--- src/bil_pkg.sv ---
// constants, register map and shared types of the boot image loader
package bil_pkg;
   localparam int CLK_PERIOD_PS = 8000;
   localparam int PULL_DELAY_NS = 15000;
   localparam int PULL_CYC = (PULL_DELAY_NS * 1000 + CLK_PERIOD_PS - 1) / CLK_PERIOD_PS;
   localparam int LINK_EN_NS = 200;
   localparam int LINK_EN_CYC = (LINK_EN_NS * 1000 + CLK_PERIOD_PS - 1) / CLK_PERIOD_PS;
   localparam int SPI_HZ_REF = 2500000;
   localparam int CORE_HZ_REF = 400000000;
   localparam int SPI_DIV = CORE_HZ_REF / SPI_HZ_REF;
   localparam int SPI_HALF = SPI_DIV / 2;
   localparam int LINK_TX_HALF = 4;
   localparam int RAM_AW = 14;
   localparam int GPIO_W = 16;
   localparam logic [31:0] CRC_POLY = 32'hEDB88320;
   localparam logic [31:0] CRC_INIT = 32'hFFFFFFFF;
   localparam logic [31:0] CRC_SKIP = 32'h0D15AB1E;
   localparam logic [31:0] NULL_CHANEND = 32'h0000FF02;
   localparam logic [7:0] SPI_READ_CMD = 8'h03;
   localparam logic [23:0] SPI_START_ADDR = 24'h000000;
   localparam logic [7:0] END_TOKEN = 8'h01;
   localparam logic [15:0] OTP_IMAGE_ADDR = 16'h0000;
   localparam logic [15:0] OTP_SEC_ADDR = 16'h07FF;
   localparam logic [31:0] SEC_RESET = 32'h00000000;
   localparam logic [RAM_AW-1:0] RAM_BASE = 14'h0000;
   // security word bit positions
   localparam int SEC_JTAG_DIS = 0;
   localparam int SEC_LINK_DIS = 1;
   localparam int SEC_SECURE_BOOT = 5;
   localparam int SEC_REDUNDANT = 7;
   localparam int SEC_LOCK_LO = 8;
   localparam int SEC_MASTER_LOCK = 12;
   localparam int SEC_JTAG_OTP_DIS = 13;
   localparam int SEC_GP_LO = 15;
   localparam int SEC_GP_HI = 21;
   // register offsets
   localparam logic [7:0] REG_SECURITY = 8'h00;
   localparam logic [7:0] REG_STATUS = 8'h04;
   localparam logic [7:0] REG_CONTROL = 8'h08;
   localparam logic [7:0] REG_LENGTH = 8'h0C;
   localparam int CTRL_RESTART = 0;
   typedef enum logic [1:0] {SRC_SPI, SRC_LINK, SRC_OTP} bil_src_e;
   typedef enum logic [3:0] {ST_SEC_REQ, ST_SEC_WAIT, ST_PLL, ST_SELECT, ST_LINK_EN,
                             ST_LOAD, ST_ACK, ST_DONE, ST_FAIL} bil_state_e;
   typedef enum logic [2:0] {P_ACK, P_LEN, P_PROG, P_CRC, P_END, P_DONE} bil_phase_e;
   typedef struct packed {
      logic valid;
      logic ctrl;
      logic [7:0] data;
   } bil_tok_s;
endpackage

--- src/bil_loader.sv ---
// boot image loader: security load, source select, spi/link/otp fetch, crc check
//
// Functional notes
// - all pin output enables and pulls are off while reset is held; the code keeps link_pulldown_en on during reset.
// - after reset, wait the pull delay, enable pulls, latch pll ratio straps.
// - boot source comes from the two boot-source straps in normal operation.
// - secure-boot security bit forces boot from otp address zero.
// - image is length word, length program words, then crc word.
// - crc field equal to skip marker bypasses the crc check.
// - length and crc words arrive least significant byte first.
// - words go to ram from the lowest address; execution starts there.
// - reflected crc-32, preset all ones, residue inverted before compare.
// - spi boot enables the four spi pins as master at a divided clock.
// - spi boot sends read command with 24-bit zero address, then streams.
// - spi clock idles low, data sampled on the rising edge.
// - every spi byte shifts least significant bit first.
// - link boot enables the link about 200 ns after boot starts.
// - link enable drops pull-downs, drives outgoing wires low, watches inputs.
// - link boot allocates channel-end 0 then reads the acknowledge channel word.
// - after image and end token, send end token to ack, free, jump.
// - security word is loaded from otp before source selection.
// - security bits 0, 1, 7 block debug, block switch, enable redundant rows.
// - bits 8..11 lock otp sectors; bit 12 locks all otp programming.
// - bit 13 blocks debug otp access; upper bits are general fields.
// - reset asserts asynchronously; boot waits for pll lock after release.
//
// The plain strobed port and the register offsets are this design's own decisions.
`timescale 1ns/1ps
module bil_loader (
   input wire logic clk,
   input wire logic rst,
   input wire logic [7:0] reg_addr,
   input wire logic [31:0] reg_wdata,
   input wire logic reg_wr,
   input wire logic reg_rd,
   output logic [31:0] reg_rdata,
   input wire logic pll_locked,
   input wire logic pll_ratio_strap_lo,
   input wire logic pll_ratio_strap_hi,
   input wire logic [1:0] boot_src_strap,
   output logic [1:0] pll_ratio_sel,
   output logic [bil_pkg::GPIO_W-1:0] gpio_pull_en,
   output logic otp_rd,
   output logic [15:0] otp_addr,
   input wire logic [31:0] otp_rdata,
   output logic spi_oe,
   output logic spi_cs_n,
   output logic spi_sclk,
   output logic spi_mosi,
   input wire logic spi_miso,
   output logic link_out_oe,
   output logic link_pulldown_en,
   output logic link_out_wire_a,
   output logic link_out_wire_b,
   input wire logic link_in_wire_a,
   input wire logic link_in_wire_b,
   output logic ram_we,
   output logic [bil_pkg::RAM_AW-1:0] ram_addr,
   output logic [31:0] ram_wdata,
   output logic exec_start,
   output logic [bil_pkg::RAM_AW-1:0] exec_addr,
   output logic chanend0_alloc,
   output logic debug_block,
   output logic switch_block,
   output logic otp_redundant_en,
   output logic [3:0] otp_sector_lock,
   output logic otp_prog_lock,
   output logic debug_otp_block
);
   bil_pkg::bil_state_e state;
   bil_pkg::bil_src_e src;
   bil_pkg::bil_src_e sel_src;
   bil_pkg::bil_phase_e phase;
   bil_pkg::bil_tok_s spi_tok;
   bil_pkg::bil_tok_s link_tok;
   bil_pkg::bil_tok_s otp_tok;
   bil_pkg::bil_tok_s cur_tok;
   logic [7:0] in_meta;
   logic [7:0] in_sync;
   logic [31:0] sec;
   logic [15:0] wait_cnt;
   logic link_en;
   logic otp_rd_d;
   logic [31:0] crc;
   logic [31:0] len;
   logic [31:0] word;
   logic [31:0] crc_field;
   logic [31:0] ack_chan;
   logic [31:0] widx;
   logic [1:0] bcnt;
   logic crc_ok;
   logic load_fail;
   logic restart;
   logic spi_act;
   logic [7:0] spi_div;
   logic [5:0] spi_bit;
   logic [31:0] spi_tx;
   logic [7:0] spi_rx;
   logic lk_b_d;
   logic [8:0] lk_sh;
   logic [3:0] lk_cnt;
   logic [44:0] tx_sh;
   logic [5:0] tx_cnt;
   logic [2:0] tx_div;
   logic tx_busy;
   logic tx_done;
   logic otp_act;
   logic otp_pend;
   logic otp_have;
   logic [1:0] otp_bsel;
   logic [31:0] otp_word;
   logic miso_s;
   logic lk_a_s;
   logic lk_b_s;
   logic lock_s;

   // reflected crc-32 update over one byte, bit 0 first
   function automatic logic [31:0] crc_byte(input logic [31:0] c, input logic [7:0] b);
      logic [31:0] r;
      r = c ^ {24'h000000, b};
      for (int i = 0; i < 8; i++) begin
         r = r[0] ? ((r >> 1) ^ bil_pkg::CRC_POLY) : (r >> 1);
      end
      return r;
   endfunction

   // strap to source mapping; value 3 falls back to otp
   function automatic bil_pkg::bil_src_e strap_src(input logic [1:0] s);
      case (s)
         2'h0: strap_src = bil_pkg::SRC_SPI;
         2'h1: strap_src = bil_pkg::SRC_LINK;
         default: strap_src = bil_pkg::SRC_OTP;
      endcase
   endfunction

   // two-flop synchronisers for every pin input
   always_ff @(posedge clk or posedge rst) begin
      if (rst) begin
         in_meta <= 8'h00;
         in_sync <= 8'h00;
      end else begin
         in_meta <= {spi_miso, link_in_wire_a, link_in_wire_b, pll_locked,
                     pll_ratio_strap_hi, pll_ratio_strap_lo, boot_src_strap};
         in_sync <= in_meta;
      end
   end
   assign miso_s = in_sync[7];
   assign lk_a_s = in_sync[6];
   assign lk_b_s = in_sync[5];
   assign lock_s = in_sync[4];

   assign sel_src = sec[bil_pkg::SEC_SECURE_BOOT] ? bil_pkg::SRC_OTP : strap_src(in_sync[1:0]);
   assign crc_ok = (crc_field == bil_pkg::CRC_SKIP) || (crc_field == ~crc);
   assign restart = reg_wr && (reg_addr == bil_pkg::REG_CONTROL) && reg_wdata[bil_pkg::CTRL_RESTART];

   always_comb begin
      case (src)
         bil_pkg::SRC_SPI: cur_tok = spi_tok;
         bil_pkg::SRC_LINK: cur_tok = link_tok;
         default: cur_tok = otp_tok;
      endcase
   end

   // boot sequencer; async reset leaves every pin undriven with gpio pulls off and link pull-downs on
   always_ff @(posedge clk or posedge rst) begin
      if (rst) begin
         state <= bil_pkg::ST_SEC_REQ;
         src <= bil_pkg::SRC_SPI;
         wait_cnt <= 16'h0000;
         gpio_pull_en <= '0;
         pll_ratio_sel <= 2'h0;
         link_en <= 1'b0;
         chanend0_alloc <= 1'b0;
         exec_start <= 1'b0;
         load_fail <= 1'b0;
      end else begin
         exec_start <= 1'b0;
         case (state)
            bil_pkg::ST_SEC_REQ: state <= bil_pkg::ST_SEC_WAIT;
            bil_pkg::ST_SEC_WAIT: if (otp_rd_d) begin
               state <= bil_pkg::ST_PLL;
            end
            bil_pkg::ST_PLL: if (lock_s) begin
               if (wait_cnt == 16'(bil_pkg::PULL_CYC - 1)) begin
                  wait_cnt <= 16'h0000;
                  gpio_pull_en <= '1;
                  pll_ratio_sel <= in_sync[3:2];
                  state <= bil_pkg::ST_SELECT;
               end else begin
                  wait_cnt <= wait_cnt + 16'h0001;
               end
            end
            bil_pkg::ST_SELECT: begin
               src <= sel_src;
               load_fail <= 1'b0;
               if (sel_src == bil_pkg::SRC_LINK) begin
                  chanend0_alloc <= 1'b1;
                  state <= bil_pkg::ST_LINK_EN;
               end else begin
                  state <= bil_pkg::ST_LOAD;
               end
            end
            bil_pkg::ST_LINK_EN: begin
               if (wait_cnt == 16'(bil_pkg::LINK_EN_CYC - 1)) begin
                  wait_cnt <= 16'h0000;
                  link_en <= 1'b1;
                  state <= bil_pkg::ST_LOAD;
               end else begin
                  wait_cnt <= wait_cnt + 16'h0001;
               end
            end
            bil_pkg::ST_LOAD: if (phase == bil_pkg::P_DONE) begin
               if (!crc_ok) begin
                  load_fail <= 1'b1;
                  chanend0_alloc <= 1'b0;
                  state <= bil_pkg::ST_FAIL;
               end else if (src == bil_pkg::SRC_LINK && ack_chan != bil_pkg::NULL_CHANEND) begin
                  state <= bil_pkg::ST_ACK;
               end else begin
                  chanend0_alloc <= 1'b0;
                  exec_start <= 1'b1;
                  state <= bil_pkg::ST_DONE;
               end
            end
            bil_pkg::ST_ACK: if (tx_done) begin
               chanend0_alloc <= 1'b0;
               exec_start <= 1'b1;
               state <= bil_pkg::ST_DONE;
            end
            bil_pkg::ST_DONE, bil_pkg::ST_FAIL: if (restart) begin
               link_en <= 1'b0;
               state <= bil_pkg::ST_SELECT;
            end
            default: state <= bil_pkg::ST_SEC_REQ;
         endcase
      end
   end

   assign exec_addr = bil_pkg::RAM_BASE;
   assign link_out_oe = link_en;
   assign link_pulldown_en = ~link_en;

   // security word: loaded once from otp; software may only touch the general field
   always_ff @(posedge clk or posedge rst) begin
      if (rst) begin
         sec <= bil_pkg::SEC_RESET;
      end else if (state == bil_pkg::ST_SEC_WAIT && otp_rd_d) begin
         sec <= otp_rdata;
      end else if (reg_wr && reg_addr == bil_pkg::REG_SECURITY) begin
         sec[bil_pkg::SEC_GP_HI:bil_pkg::SEC_GP_LO] <=
            reg_wdata[bil_pkg::SEC_GP_HI:bil_pkg::SEC_GP_LO];
      end
   end
   assign debug_block = sec[bil_pkg::SEC_JTAG_DIS];
   assign switch_block = sec[bil_pkg::SEC_LINK_DIS];
   assign otp_redundant_en = sec[bil_pkg::SEC_REDUNDANT];
   assign otp_prog_lock = sec[bil_pkg::SEC_MASTER_LOCK];
   assign otp_sector_lock = sec[bil_pkg::SEC_LOCK_LO +: 4] | {4{otp_prog_lock}};
   assign debug_otp_block = sec[bil_pkg::SEC_JTAG_OTP_DIS];

   // image parser shared by all three sources
   always_ff @(posedge clk or posedge rst) begin
      if (rst) begin
         phase <= bil_pkg::P_LEN;
         bcnt <= 2'h0;
         crc <= bil_pkg::CRC_INIT;
         len <= 32'h00000000;
         word <= 32'h00000000;
         crc_field <= 32'h00000000;
         ack_chan <= bil_pkg::NULL_CHANEND;
         widx <= 32'h00000000;
         ram_we <= 1'b0;
         ram_addr <= bil_pkg::RAM_BASE;
         ram_wdata <= 32'h00000000;
      end else if (state == bil_pkg::ST_SELECT) begin
         phase <= (sel_src == bil_pkg::SRC_LINK) ? bil_pkg::P_ACK : bil_pkg::P_LEN;
         bcnt <= 2'h0;
         crc <= bil_pkg::CRC_INIT;
         widx <= 32'h00000000;
         ram_we <= 1'b0;
      end else begin
         ram_we <= 1'b0;
         if (state == bil_pkg::ST_LOAD && cur_tok.valid) begin
            case (phase)
               bil_pkg::P_ACK: if (!cur_tok.ctrl) begin
                  ack_chan <= {cur_tok.data, ack_chan[31:8]};
                  bcnt <= bcnt + 2'h1;
                  if (bcnt == 2'h3) begin
                     phase <= bil_pkg::P_LEN;
                  end
               end
               bil_pkg::P_LEN: if (!cur_tok.ctrl) begin
                  len <= {cur_tok.data, len[31:8]};
                  crc <= crc_byte(crc, cur_tok.data);
                  bcnt <= bcnt + 2'h1;
                  if (bcnt == 2'h3) begin
                     phase <= ({cur_tok.data, len[31:8]} == 32'h00000000) ?
                              bil_pkg::P_CRC : bil_pkg::P_PROG;
                  end
               end
               bil_pkg::P_PROG: if (!cur_tok.ctrl) begin
                  word <= {cur_tok.data, word[31:8]};
                  crc <= crc_byte(crc, cur_tok.data);
                  bcnt <= bcnt + 2'h1;
                  if (bcnt == 2'h3) begin
                     ram_we <= 1'b1;
                     ram_addr <= bil_pkg::RAM_BASE + widx[bil_pkg::RAM_AW-1:0];
                     ram_wdata <= {cur_tok.data, word[31:8]};
                     widx <= widx + 32'h00000001;
                     if (widx + 32'h00000001 == len) begin
                        phase <= bil_pkg::P_CRC;
                     end
                  end
               end
               bil_pkg::P_CRC: if (!cur_tok.ctrl) begin
                  crc_field <= {cur_tok.data, crc_field[31:8]};
                  bcnt <= bcnt + 2'h1;
                  if (bcnt == 2'h3) begin
                     phase <= (src == bil_pkg::SRC_LINK) ? bil_pkg::P_END : bil_pkg::P_DONE;
                  end
               end
               bil_pkg::P_END: if (cur_tok.ctrl && cur_tok.data == bil_pkg::END_TOKEN) begin
                  phase <= bil_pkg::P_DONE;
               end
               default: phase <= bil_pkg::P_DONE;
            endcase
         end
      end
   end

   // spi master, mode 0, lsb first; first 32 bits are command and address
   assign spi_act = (state == bil_pkg::ST_LOAD) && (src == bil_pkg::SRC_SPI) &&
                    (phase != bil_pkg::P_DONE);
   always_ff @(posedge clk or posedge rst) begin
      if (rst) begin
         spi_oe <= 1'b0;
         spi_cs_n <= 1'b1;
         spi_sclk <= 1'b0;
         spi_div <= 8'h00;
         spi_bit <= 6'h00;
         spi_tx <= 32'h00000000;
         spi_rx <= 8'h00;
         spi_tok <= '0;
      end else begin
         spi_tok.valid <= 1'b0;
         spi_oe <= spi_act;
         spi_cs_n <= ~spi_act;
         if (!spi_act) begin
            spi_sclk <= 1'b0;
            spi_div <= 8'h00;
            spi_bit <= 6'h00;
            spi_tx <= {bil_pkg::SPI_START_ADDR[7:0], bil_pkg::SPI_START_ADDR[15:8],
                       bil_pkg::SPI_START_ADDR[23:16], bil_pkg::SPI_READ_CMD};
         end else if (spi_div == 8'(bil_pkg::SPI_HALF - 1)) begin
            spi_div <= 8'h00;
            spi_sclk <= ~spi_sclk;
            if (!spi_sclk) begin
               // rising edge: sample; the flash drove its bit on the falling edge
               if (spi_bit[5]) begin
                  spi_rx <= {miso_s, spi_rx[7:1]};
                  if (spi_bit[2:0] == 3'h7) begin
                     spi_tok <= '{valid: 1'b1, ctrl: 1'b0, data: {miso_s, spi_rx[7:1]}};
                  end
               end
               spi_bit <= (spi_bit == 6'h27) ? 6'h20 : spi_bit + 6'h01;
            end else begin
               spi_tx <= spi_tx >> 1;
            end
         end else begin
            spi_div <= spi_div + 8'h01;
         end
      end
   end
   assign spi_mosi = spi_tx[0];

   // link receiver: wire b strobes, wire a carries 9-bit tokens, lsb first, bit 8 = control
   always_ff @(posedge clk or posedge rst) begin
      if (rst) begin
         lk_b_d <= 1'b0;
         lk_sh <= 9'h000;
         lk_cnt <= 4'h0;
         link_tok <= '0;
      end else begin
         lk_b_d <= lk_b_s;
         link_tok.valid <= 1'b0;
         if (!link_en) begin
            lk_cnt <= 4'h0;
         end else if (lk_b_s && !lk_b_d) begin
            lk_sh <= {lk_a_s, lk_sh[8:1]};
            if (lk_cnt == 4'h8) begin
               lk_cnt <= 4'h0;
               link_tok <= '{valid: 1'b1, ctrl: lk_a_s, data: lk_sh[8:1]};
            end else begin
               lk_cnt <= lk_cnt + 4'h1;
            end
         end
      end
   end

   // link transmitter: four data tokens naming the channel, then the end token
   always_ff @(posedge clk or posedge rst) begin
      if (rst) begin
         tx_sh <= '0;
         tx_cnt <= 6'h00;
         tx_div <= 3'h0;
         tx_busy <= 1'b0;
         tx_done <= 1'b0;
         link_out_wire_b <= 1'b0;
      end else if (state != bil_pkg::ST_ACK) begin
         tx_busy <= 1'b0;
         tx_done <= 1'b0;
         link_out_wire_b <= 1'b0;
         tx_sh <= '0;
      end else if (!tx_busy && !tx_done) begin
         tx_busy <= 1'b1;
         tx_cnt <= 6'h00;
         tx_div <= 3'h0;
         tx_sh <= {1'b1, bil_pkg::END_TOKEN, 1'b0, ack_chan[31:24], 1'b0, ack_chan[23:16],
                   1'b0, ack_chan[15:8], 1'b0, ack_chan[7:0]};
      end else if (tx_busy) begin
         if (tx_div == 3'(bil_pkg::LINK_TX_HALF - 1)) begin
            tx_div <= 3'h0;
            link_out_wire_b <= ~link_out_wire_b;
            if (link_out_wire_b) begin
               tx_sh <= tx_sh >> 1;
               tx_cnt <= tx_cnt + 6'h01;
               if (tx_cnt == 6'h2C) begin
                  tx_busy <= 1'b0;
                  tx_done <= 1'b1;
               end
            end
         end else begin
            tx_div <= tx_div + 3'h1;
         end
      end
   end
   assign link_out_wire_a = tx_sh[0];

   // otp reader: security word at power-up, then image words split into bytes
   assign otp_act = (state == bil_pkg::ST_LOAD) && (src == bil_pkg::SRC_OTP) &&
                    (phase != bil_pkg::P_DONE);
   always_ff @(posedge clk or posedge rst) begin
      if (rst) begin
         otp_rd <= 1'b0;
         otp_rd_d <= 1'b0;
         otp_addr <= bil_pkg::OTP_SEC_ADDR;
         otp_pend <= 1'b0;
         otp_have <= 1'b0;
         otp_bsel <= 2'h0;
         otp_word <= 32'h00000000;
         otp_tok <= '0;
      end else begin
         otp_rd <= 1'b0;
         otp_rd_d <= otp_rd;
         otp_tok.valid <= 1'b0;
         if (state == bil_pkg::ST_SEC_REQ) begin
            otp_rd <= 1'b1;
            otp_addr <= bil_pkg::OTP_SEC_ADDR;
         end else if (!otp_act) begin
            otp_addr <= bil_pkg::OTP_IMAGE_ADDR;
            otp_pend <= 1'b0;
            otp_have <= 1'b0;
            otp_bsel <= 2'h0;
         end else if (otp_have) begin
            otp_tok <= '{valid: 1'b1, ctrl: 1'b0, data: otp_word[8*otp_bsel +: 8]};
            otp_bsel <= otp_bsel + 2'h1;
            if (otp_bsel == 2'h3) begin
               otp_have <= 1'b0;
               otp_addr <= otp_addr + 16'h0001;
            end
         end else if (otp_pend) begin
            if (otp_rd_d) begin
               otp_word <= otp_rdata;
               otp_have <= 1'b1;
               otp_pend <= 1'b0;
            end
         end else begin
            otp_rd <= 1'b1;
            otp_pend <= 1'b1;
         end
      end
   end

   // register read port, data one cycle after the strobe
   always_ff @(posedge clk or posedge rst) begin
      if (rst) begin
         reg_rdata <= 32'h00000000;
      end else if (reg_rd) begin
         case (reg_addr)
            bil_pkg::REG_SECURITY: reg_rdata <= sec;
            bil_pkg::REG_STATUS: reg_rdata <= {14'h0000, link_en, spi_act, chanend0_alloc,
                                               crc_ok, load_fail, 1'b0, 1'(phase == bil_pkg::P_DONE),
                                               phase, src, 2'h0, state};
            bil_pkg::REG_LENGTH: reg_rdata <= widx;
            default: reg_rdata <= 32'h00000000;
         endcase
      end else begin
         reg_rdata <= 32'h00000000;
      end
   end
endmodule

--- config.mk ---
export PLATFORM = sky130hd
export DESIGN_NAME = bil_loader
export DESIGN_NICKNAME = d
export VERILOG_FILES = /design/src/bil_pkg.sv /design/src/bil_loader.sv
export SDC_FILE = /design/constraint.sdc
export NUM_CORES = 1
export LEC_CHECK = 0
export ABC_CLOCK_PERIOD_IN_PS = 31800
export BUFFER_PORTS_ARGS = -buffer_cell sky130_fd_sc_hd__buf_2
export CAP_MARGIN = 40
export CORE_MARGIN = 2
export CORE_UTILIZATION = 65
export CTS_BUF_LIST = sky130_fd_sc_hd__clkbuf_4
export DETAILED_ROUTE_END_ITERATION = 8
export PLACE_DENSITY = 0.86
export SETUP_SLACK_MARGIN = 0.2
export SLEW_MARGIN = 20
export SYNTH_ARGS = -nofsm -noshare
export SYNTH_HDL_FRONTEND = slang
export SYNTH_SLANG_ARGS = --single-unit
export TNS_END_PERCENT = 20
--- constraint.sdc ---
create_clock -name clk -period 31.8 [get_ports clk]
set_clock_uncertainty 0.1 [all_clocks]
set_input_delay 3.18 -clock clk [delete_from_list [all_inputs] [get_ports clk]]
set_output_delay 3.18 -clock clk [all_outputs]
set_load 0.05 [all_outputs]
# After elaboration in Yosys (flattened, before gate mapping)

Index checks and enable logic that the tools add are counted.

Shifts and indexed selects: 1
Equality and inequality tests: 67
Muxes and demuxes: 153
Bitwise operators: 20
Add/subtract/negate cells: 10
Reductions and logical operators: 77

Operator list:

| operator                                                                   | number |
|---|---|
| 32-bit 2-to-1 mux                                                          | 21 |
| 45-bit 2-to-1 mux                                                          | 5 |
| 16-bit 2-to-1 mux                                                          | 7 |
| 13-bit NOT with 14-bit output                                              | 8 |
| 10-bit 2-to-1 mux                                                          | 11 |
| 32-bit case mux with 3 select lines                                        | 1 |
| 32-bit equality test                                                       | 2 |
| 1-bit 2-to-1 mux                                                           | 54 |
| 6-bit 2-to-1 mux                                                           | 8 |
| 3-bit 2-to-1 mux                                                           | 15 |
| 4-bit 2-to-1 mux                                                           | 11 |
| 3-bit inequality test (second input constant)                              | 12 |
| 16-bit by 1-bit adder with 16-bit output (second input constant)           | 2 |
| 32-bit by 1-bit adder with 32-bit output (second input constant)           | 1 |
| 32-bit by 28-bit equality test with 1-bit output (second input constant)   | 1 |
| 32-bit logical NOT                                                         | 1 |
| 32-bit by 16-bit inequality test with 1-bit output (second input constant) | 1 |
| 32-bit NOT                                                                 | 1 |
| 16-bit case mux with 2 select lines                                        | 1 |
| 4-bit case mux with 8 select lines                                         | 1 |
| 2-bit nonzero test                                                         | 16 |
| 32-bit by 6-bit indexed part select with 8-bit output                      | 1 |
| 32-bit by 8-bit XOR with 32-bit output                                     | 1 |
| 4-bit AND reduction                                                        | 7 |
| other kinds (50)                                                           | 139 |

Register bits: 563
Logic and storage cells: 383
Input bits: 84

# Depth between registers and ports, before layout

Depth in word-level cells: 23
Mapped depth: 10
Depth with buffers taken out: 9

# Worst setup path before layout

OpenSTA, ideal clock, no wires.

Kind: in2reg
From: input port reg_addr[5]
To: register state[1]
Cell stages on the path: 7
Arrival: 5.006 ns
Path slack: 26.561 ns
Path buffers: 0
Required time: 31.567 ns
Cells stage by stage: or4_1 -> nor3_1 -> a41oi_1 -> or4_1 -> o21bai_1 -> mux2i_1 -> o21ai_0

Longest elaborated chain between the ends: 5

RTL lines:

| what                                           | line              | RTL |
|---|---|---|
| from (decl)                                    | bil_loader.sv:32  | `input wire logic [7:0] reg_addr,` |
| 8-bit by 4-bit equality test with 1-bit output | bil_loader.sv:154 | `assign restart = reg_wr && (reg_addr == bil_pkg::REG_CONTROL) && reg_wdata[bil_pkg::CTRL_RESTART];` |
| 1-bit logical AND (2 in series)                | bil_loader.sv:154 |  |
| 2-bit inequality test (no source line)         | --                |  |
| 7-bit AND reduction (no source line)           | --                |  |
| to (signal assigned)                           | bil_loader.sv:167 | `state <= bil_pkg::ST_SEC_REQ;` |
| to (signal assigned)                           | bil_loader.sv:179 | `bil_pkg::ST_SEC_REQ: state <= bil_pkg::ST_SEC_WAIT;` |
| to (signal assigned)                           | bil_loader.sv:181 | `state <= bil_pkg::ST_PLL;` |
| to (decl)                                      | bil_loader.sv:70  | `bil_pkg::bil_state_e state;` |

Every way passes these cells.
A chain may end at the register's enable or synchronous reset.

# Worst setup path after layout

From: register link_en (netlist: link_out_oe)
To: output port link_pulldown_en

Longest elaborated chain between the ends: 1

RTL lines:

| what                   | line              | RTL |
|---|---|---|
| from (decl)            | bil_loader.sv:82  | `logic link_en;` |
| from (signal assigned) | bil_loader.sv:172 | `link_en <= 1'b0;` |
| from (signal assigned) | bil_loader.sv:206 | `link_en <= 1'b1;` |
| from (signal assigned) | bil_loader.sv:231 | `link_en <= 1'b0;` |
| 1-bit NOT              | bil_loader.sv:241 | `assign link_pulldown_en = ~link_en;` |
| to (decl)              | bil_loader.sv:52  | `output logic link_pulldown_en,` |

Every way passes these cells.

==> qor.csv <==
stage,metric,value,unit
floorplan,fp.dieW,199,µm
layout,final_cell_mix,"dfrtp_1 (469), nand2_1 (273), mux2_2 (222)",
layout,final_nets,2549,
clock_tree,cts_sinks,523,
logic_synthesis,syn-cell-area,24700,µm²
logic_synthesis,syn_inst,2229,
critical_path,crit_cells,2,
clock_tree,clk_pin_slew,70,ps
logic_synthesis,yosysWarnings,0,
logic_synthesis,synthTopCellsByArea,"dfrtp_1 (48%), mux2_2 (10%), dfstp_2 (5.8%), xnor2_1 (4.3%), nand2_1 (4.2%)",
sta,setup_violations,0,
logic_synthesis,ys_seq_area_frac,0.534,
status,outcome,finished clean,
critical_path,crit_arrival,1910,ps
power,switchingPower,314,µW
logic_synthesis,synth_edf_count,0,
logic_synthesis,yosys_most_used_dff,dfrtp_1,
layout,drive_gt1_frac,0.300,
routing,drc,0,
worst_hold_path,hold_path_class,reg -> reg,
clock_tree,cts_hold_buffers,0,
routing,firstDrtPassIters,6,
placed_design,port_buffers,192,
logic_synthesis,avgSynthCellArea,11.1,µm²
logic_synthesis,yosys_register_bits,523,
power,p_int,1.01,mW
sta,grt_setup_unrepaired,no,
clock_tree,insertion_delay,850,ps
grt,grt_antenna_before_repair,3,
power,pwr-share-clk,0.452,
clock_tree,cts_setup_buffers,0,
clock_tree,clock-root-buffer,clkbuf_4,
sta,min_period,5190,ps
power,total_power,1.33,mW
sta,fmaxAchievable,0.193,GHz
critical_path,worst_ep_required_time,28520,ps
critical_path,r2r_end,widx[22],
sta,hold_violations,0,
layout,stdcell_count,3069,
clock_tree,cts_buffers,136,
critical_path,crit_family,buffers and inverters,
placed_design,placedCellCount,2820,
logic_synthesis,synth_top_area_cell,dfrtp_1,
routing,drt_iter0_drc,1603,
floorplan,boundaryPins,231,
floorplan,std_cell_rows,71,
power,power_density,47.8,nW/µm²
run,drv_cap,0,
sta,maxSlewHeadroom,0.344,
grt,grt_pass1_vias,18500,
grt,grt_pass1_wl,97.6,mm
critical_path,reg2reg_from,src[0],
placed_design,gp_congestion,0.947,
power,pwr-share-seq,0.513,
power,p_leak,13.4,nW
logic_synthesis,yosysUniqueCellTypes,76,
critical_path,r2r_cells,11,
sta,slew_violations,0,
grt,grt_remaining_overflow,0,
critical_path,slowest_stage,dfrtp_1,
clock_tree,ctsResizeCount,0,
critical_path,slowest_delay,450,ps
floorplan,start_util,0.658,
critical_path,path_max_fanout,6,
critical_path,timing.critical_path.from_type,register,
clock_tree,cts_htree_levels,4,
routing,avgRoutedWirePerCell,20.1,µm
critical_path,crit_chain,inv_1 > buf_2,
critical_path,crit_start,link_out_oe,
grt,grt_max_degree,188,
floorplan,coreArea,37500,µm²
critical_path,critPathCaptureType,primary output,
power,switching_share,0.236,
floorplan,dieHeight,199,µm
grt,track_usage,0.319,
logic_synthesis,synth_top_area_frac,0.476,
sta,fin_tns_setup,0,ps
sta,worst_pin_slew,984,ps
clock_tree,cts_tree,done,
critical_path,crit_type,reg -> out,
critical_path,endpoint,link_pulldown_en,
critical_path,reg2reg_slack,28060,ps
logic_synthesis,async_flop_share,1.00,
critical_path,cp_num_buf_inv,2,
routing,vias,18500,
floorplan,die_area,39500,µm²
routing,wirelength,61.6,mm
layout,final_common_cell,dfrtp_1,
routing,viasPerCell,6.03,
clock_tree,clock_path_buffers,3,
layout,area_delta_synth_final,12.7,%
power,combPwrFrac,0.034,
placed_design,dp.final_hpwl,41.5,mm
routing,antenna_left,0,
sta,period_share,0.163,
power,ir_drop,39.4,µV
==> routing by layer <==
layer | wire length [µm] | vias up | track usage
met5 | 0 | - | 0
met4 | 1970 | 0 | 0.140
met3 | 5500 | 153 | 0.0817
met2 | 29400 | 887 | 0.501
met1 | 24700 | 9193 | 0.422
li1 | - | 8263 | -
==> kinds of logic after synthesis <==
kind of cell             share of synthesized area
flip-flops                                   0.534
AND/OR/NAND/NOR                              0.139
AO/OA/AOI/OAI                               0.0751
adder cells (fa/ha/maj)                    0.00802
buffers and inverters                       0.0340
other                                     0.000152
XOR/XNOR                                    0.0796
multiplexers                                 0.131
==> how the worst min path moves through the flow <==
stage,from,to,slack [ps],cells after the start
after floorplan,in_meta[0],in_sync[0],230,0
after global placement,in_meta[6],in_sync[6],240,0
after detailed placement,in_meta[7],in_sync[7],240,0
after CTS,in_meta[0],in_sync[0],250,0
after global routing,in_meta[5],in_sync[5],250,0
final,in_meta[0],in_sync[0],240,0
==> sequential cells by signal, summed over array words and instances (netlist names), 32 cells and up <==
register,count
sec,32
ram_wdata,32
otp_word,32
len,32
tx_sh,45
reg_rdata,32
widx,32
crc,32
ack_chan,32
crc_field,32
==> power by group through the flow <==
stage | clock network [mW] | registers (mW) | logic, mW
finish | 0.601 | 0.681 | 0.0458
floorplan | 0 | 0.692 | 0.0311
global route | 0.648 | 0.682 | 0.0515
CTS | 0.612 | 0.681 | 0.0459
detailed placement | 0 | 0.693 | 0.0451
global placement | 0 | 0.692 | 0.0423
==> Yosys cell counts (15+ instances only) <==
library cell / n
nand4_1: 32
o21ai_0: 61
a21oi_1: 92
buf_4: 29
nor3_1: 45
and3_1: 24
nand3_1: 58
nor4_1: 28
dfrtp_1: 469
inv_1: 29
mux2i_1: 53
ha_1: 15
clkbuf_1: 97
xnor2_1: 120
mux2_2: 222
a211oi_1: 32
nand2_1: 273
nor2_1: 176
dfstp_2: 54
xor2_1: 65
a22oi_1: 34
==> final cells by class <==
| type | instances | area (µm²) |
|---|---|---|
| inverters | 30 | 120 |
| fillers | 2492 | 9710 |
| diodes | 2 | 5.00 |
| clock inverters | 39 | 272 |
| multi-input cells | 1536 | 10700 |
| flip-flops and latches | 523 | 13200 |
| clock buffers | 205 | 1540 |
| well taps | 511 | 639 |
| repair buffers | 223 | 1300 |
==> metrics by stage <==
step / utilization / instance area, µm² / hold slack [ps] / worst slack (ps)
floorplan: - / 24700 / 231 / 14000
finish: 0.741 / 27800 / 241 / 26610
CTS: 0.740 / 27700 / 251 / 26590
detailed placement: 0.691 / 25900 / 240 / 25890
global route: 0.741 / 27800 / 252 / 26530
global placement: 0.688 / 25800 / 237 / 25930
Power figures use the tool's default switching activity.
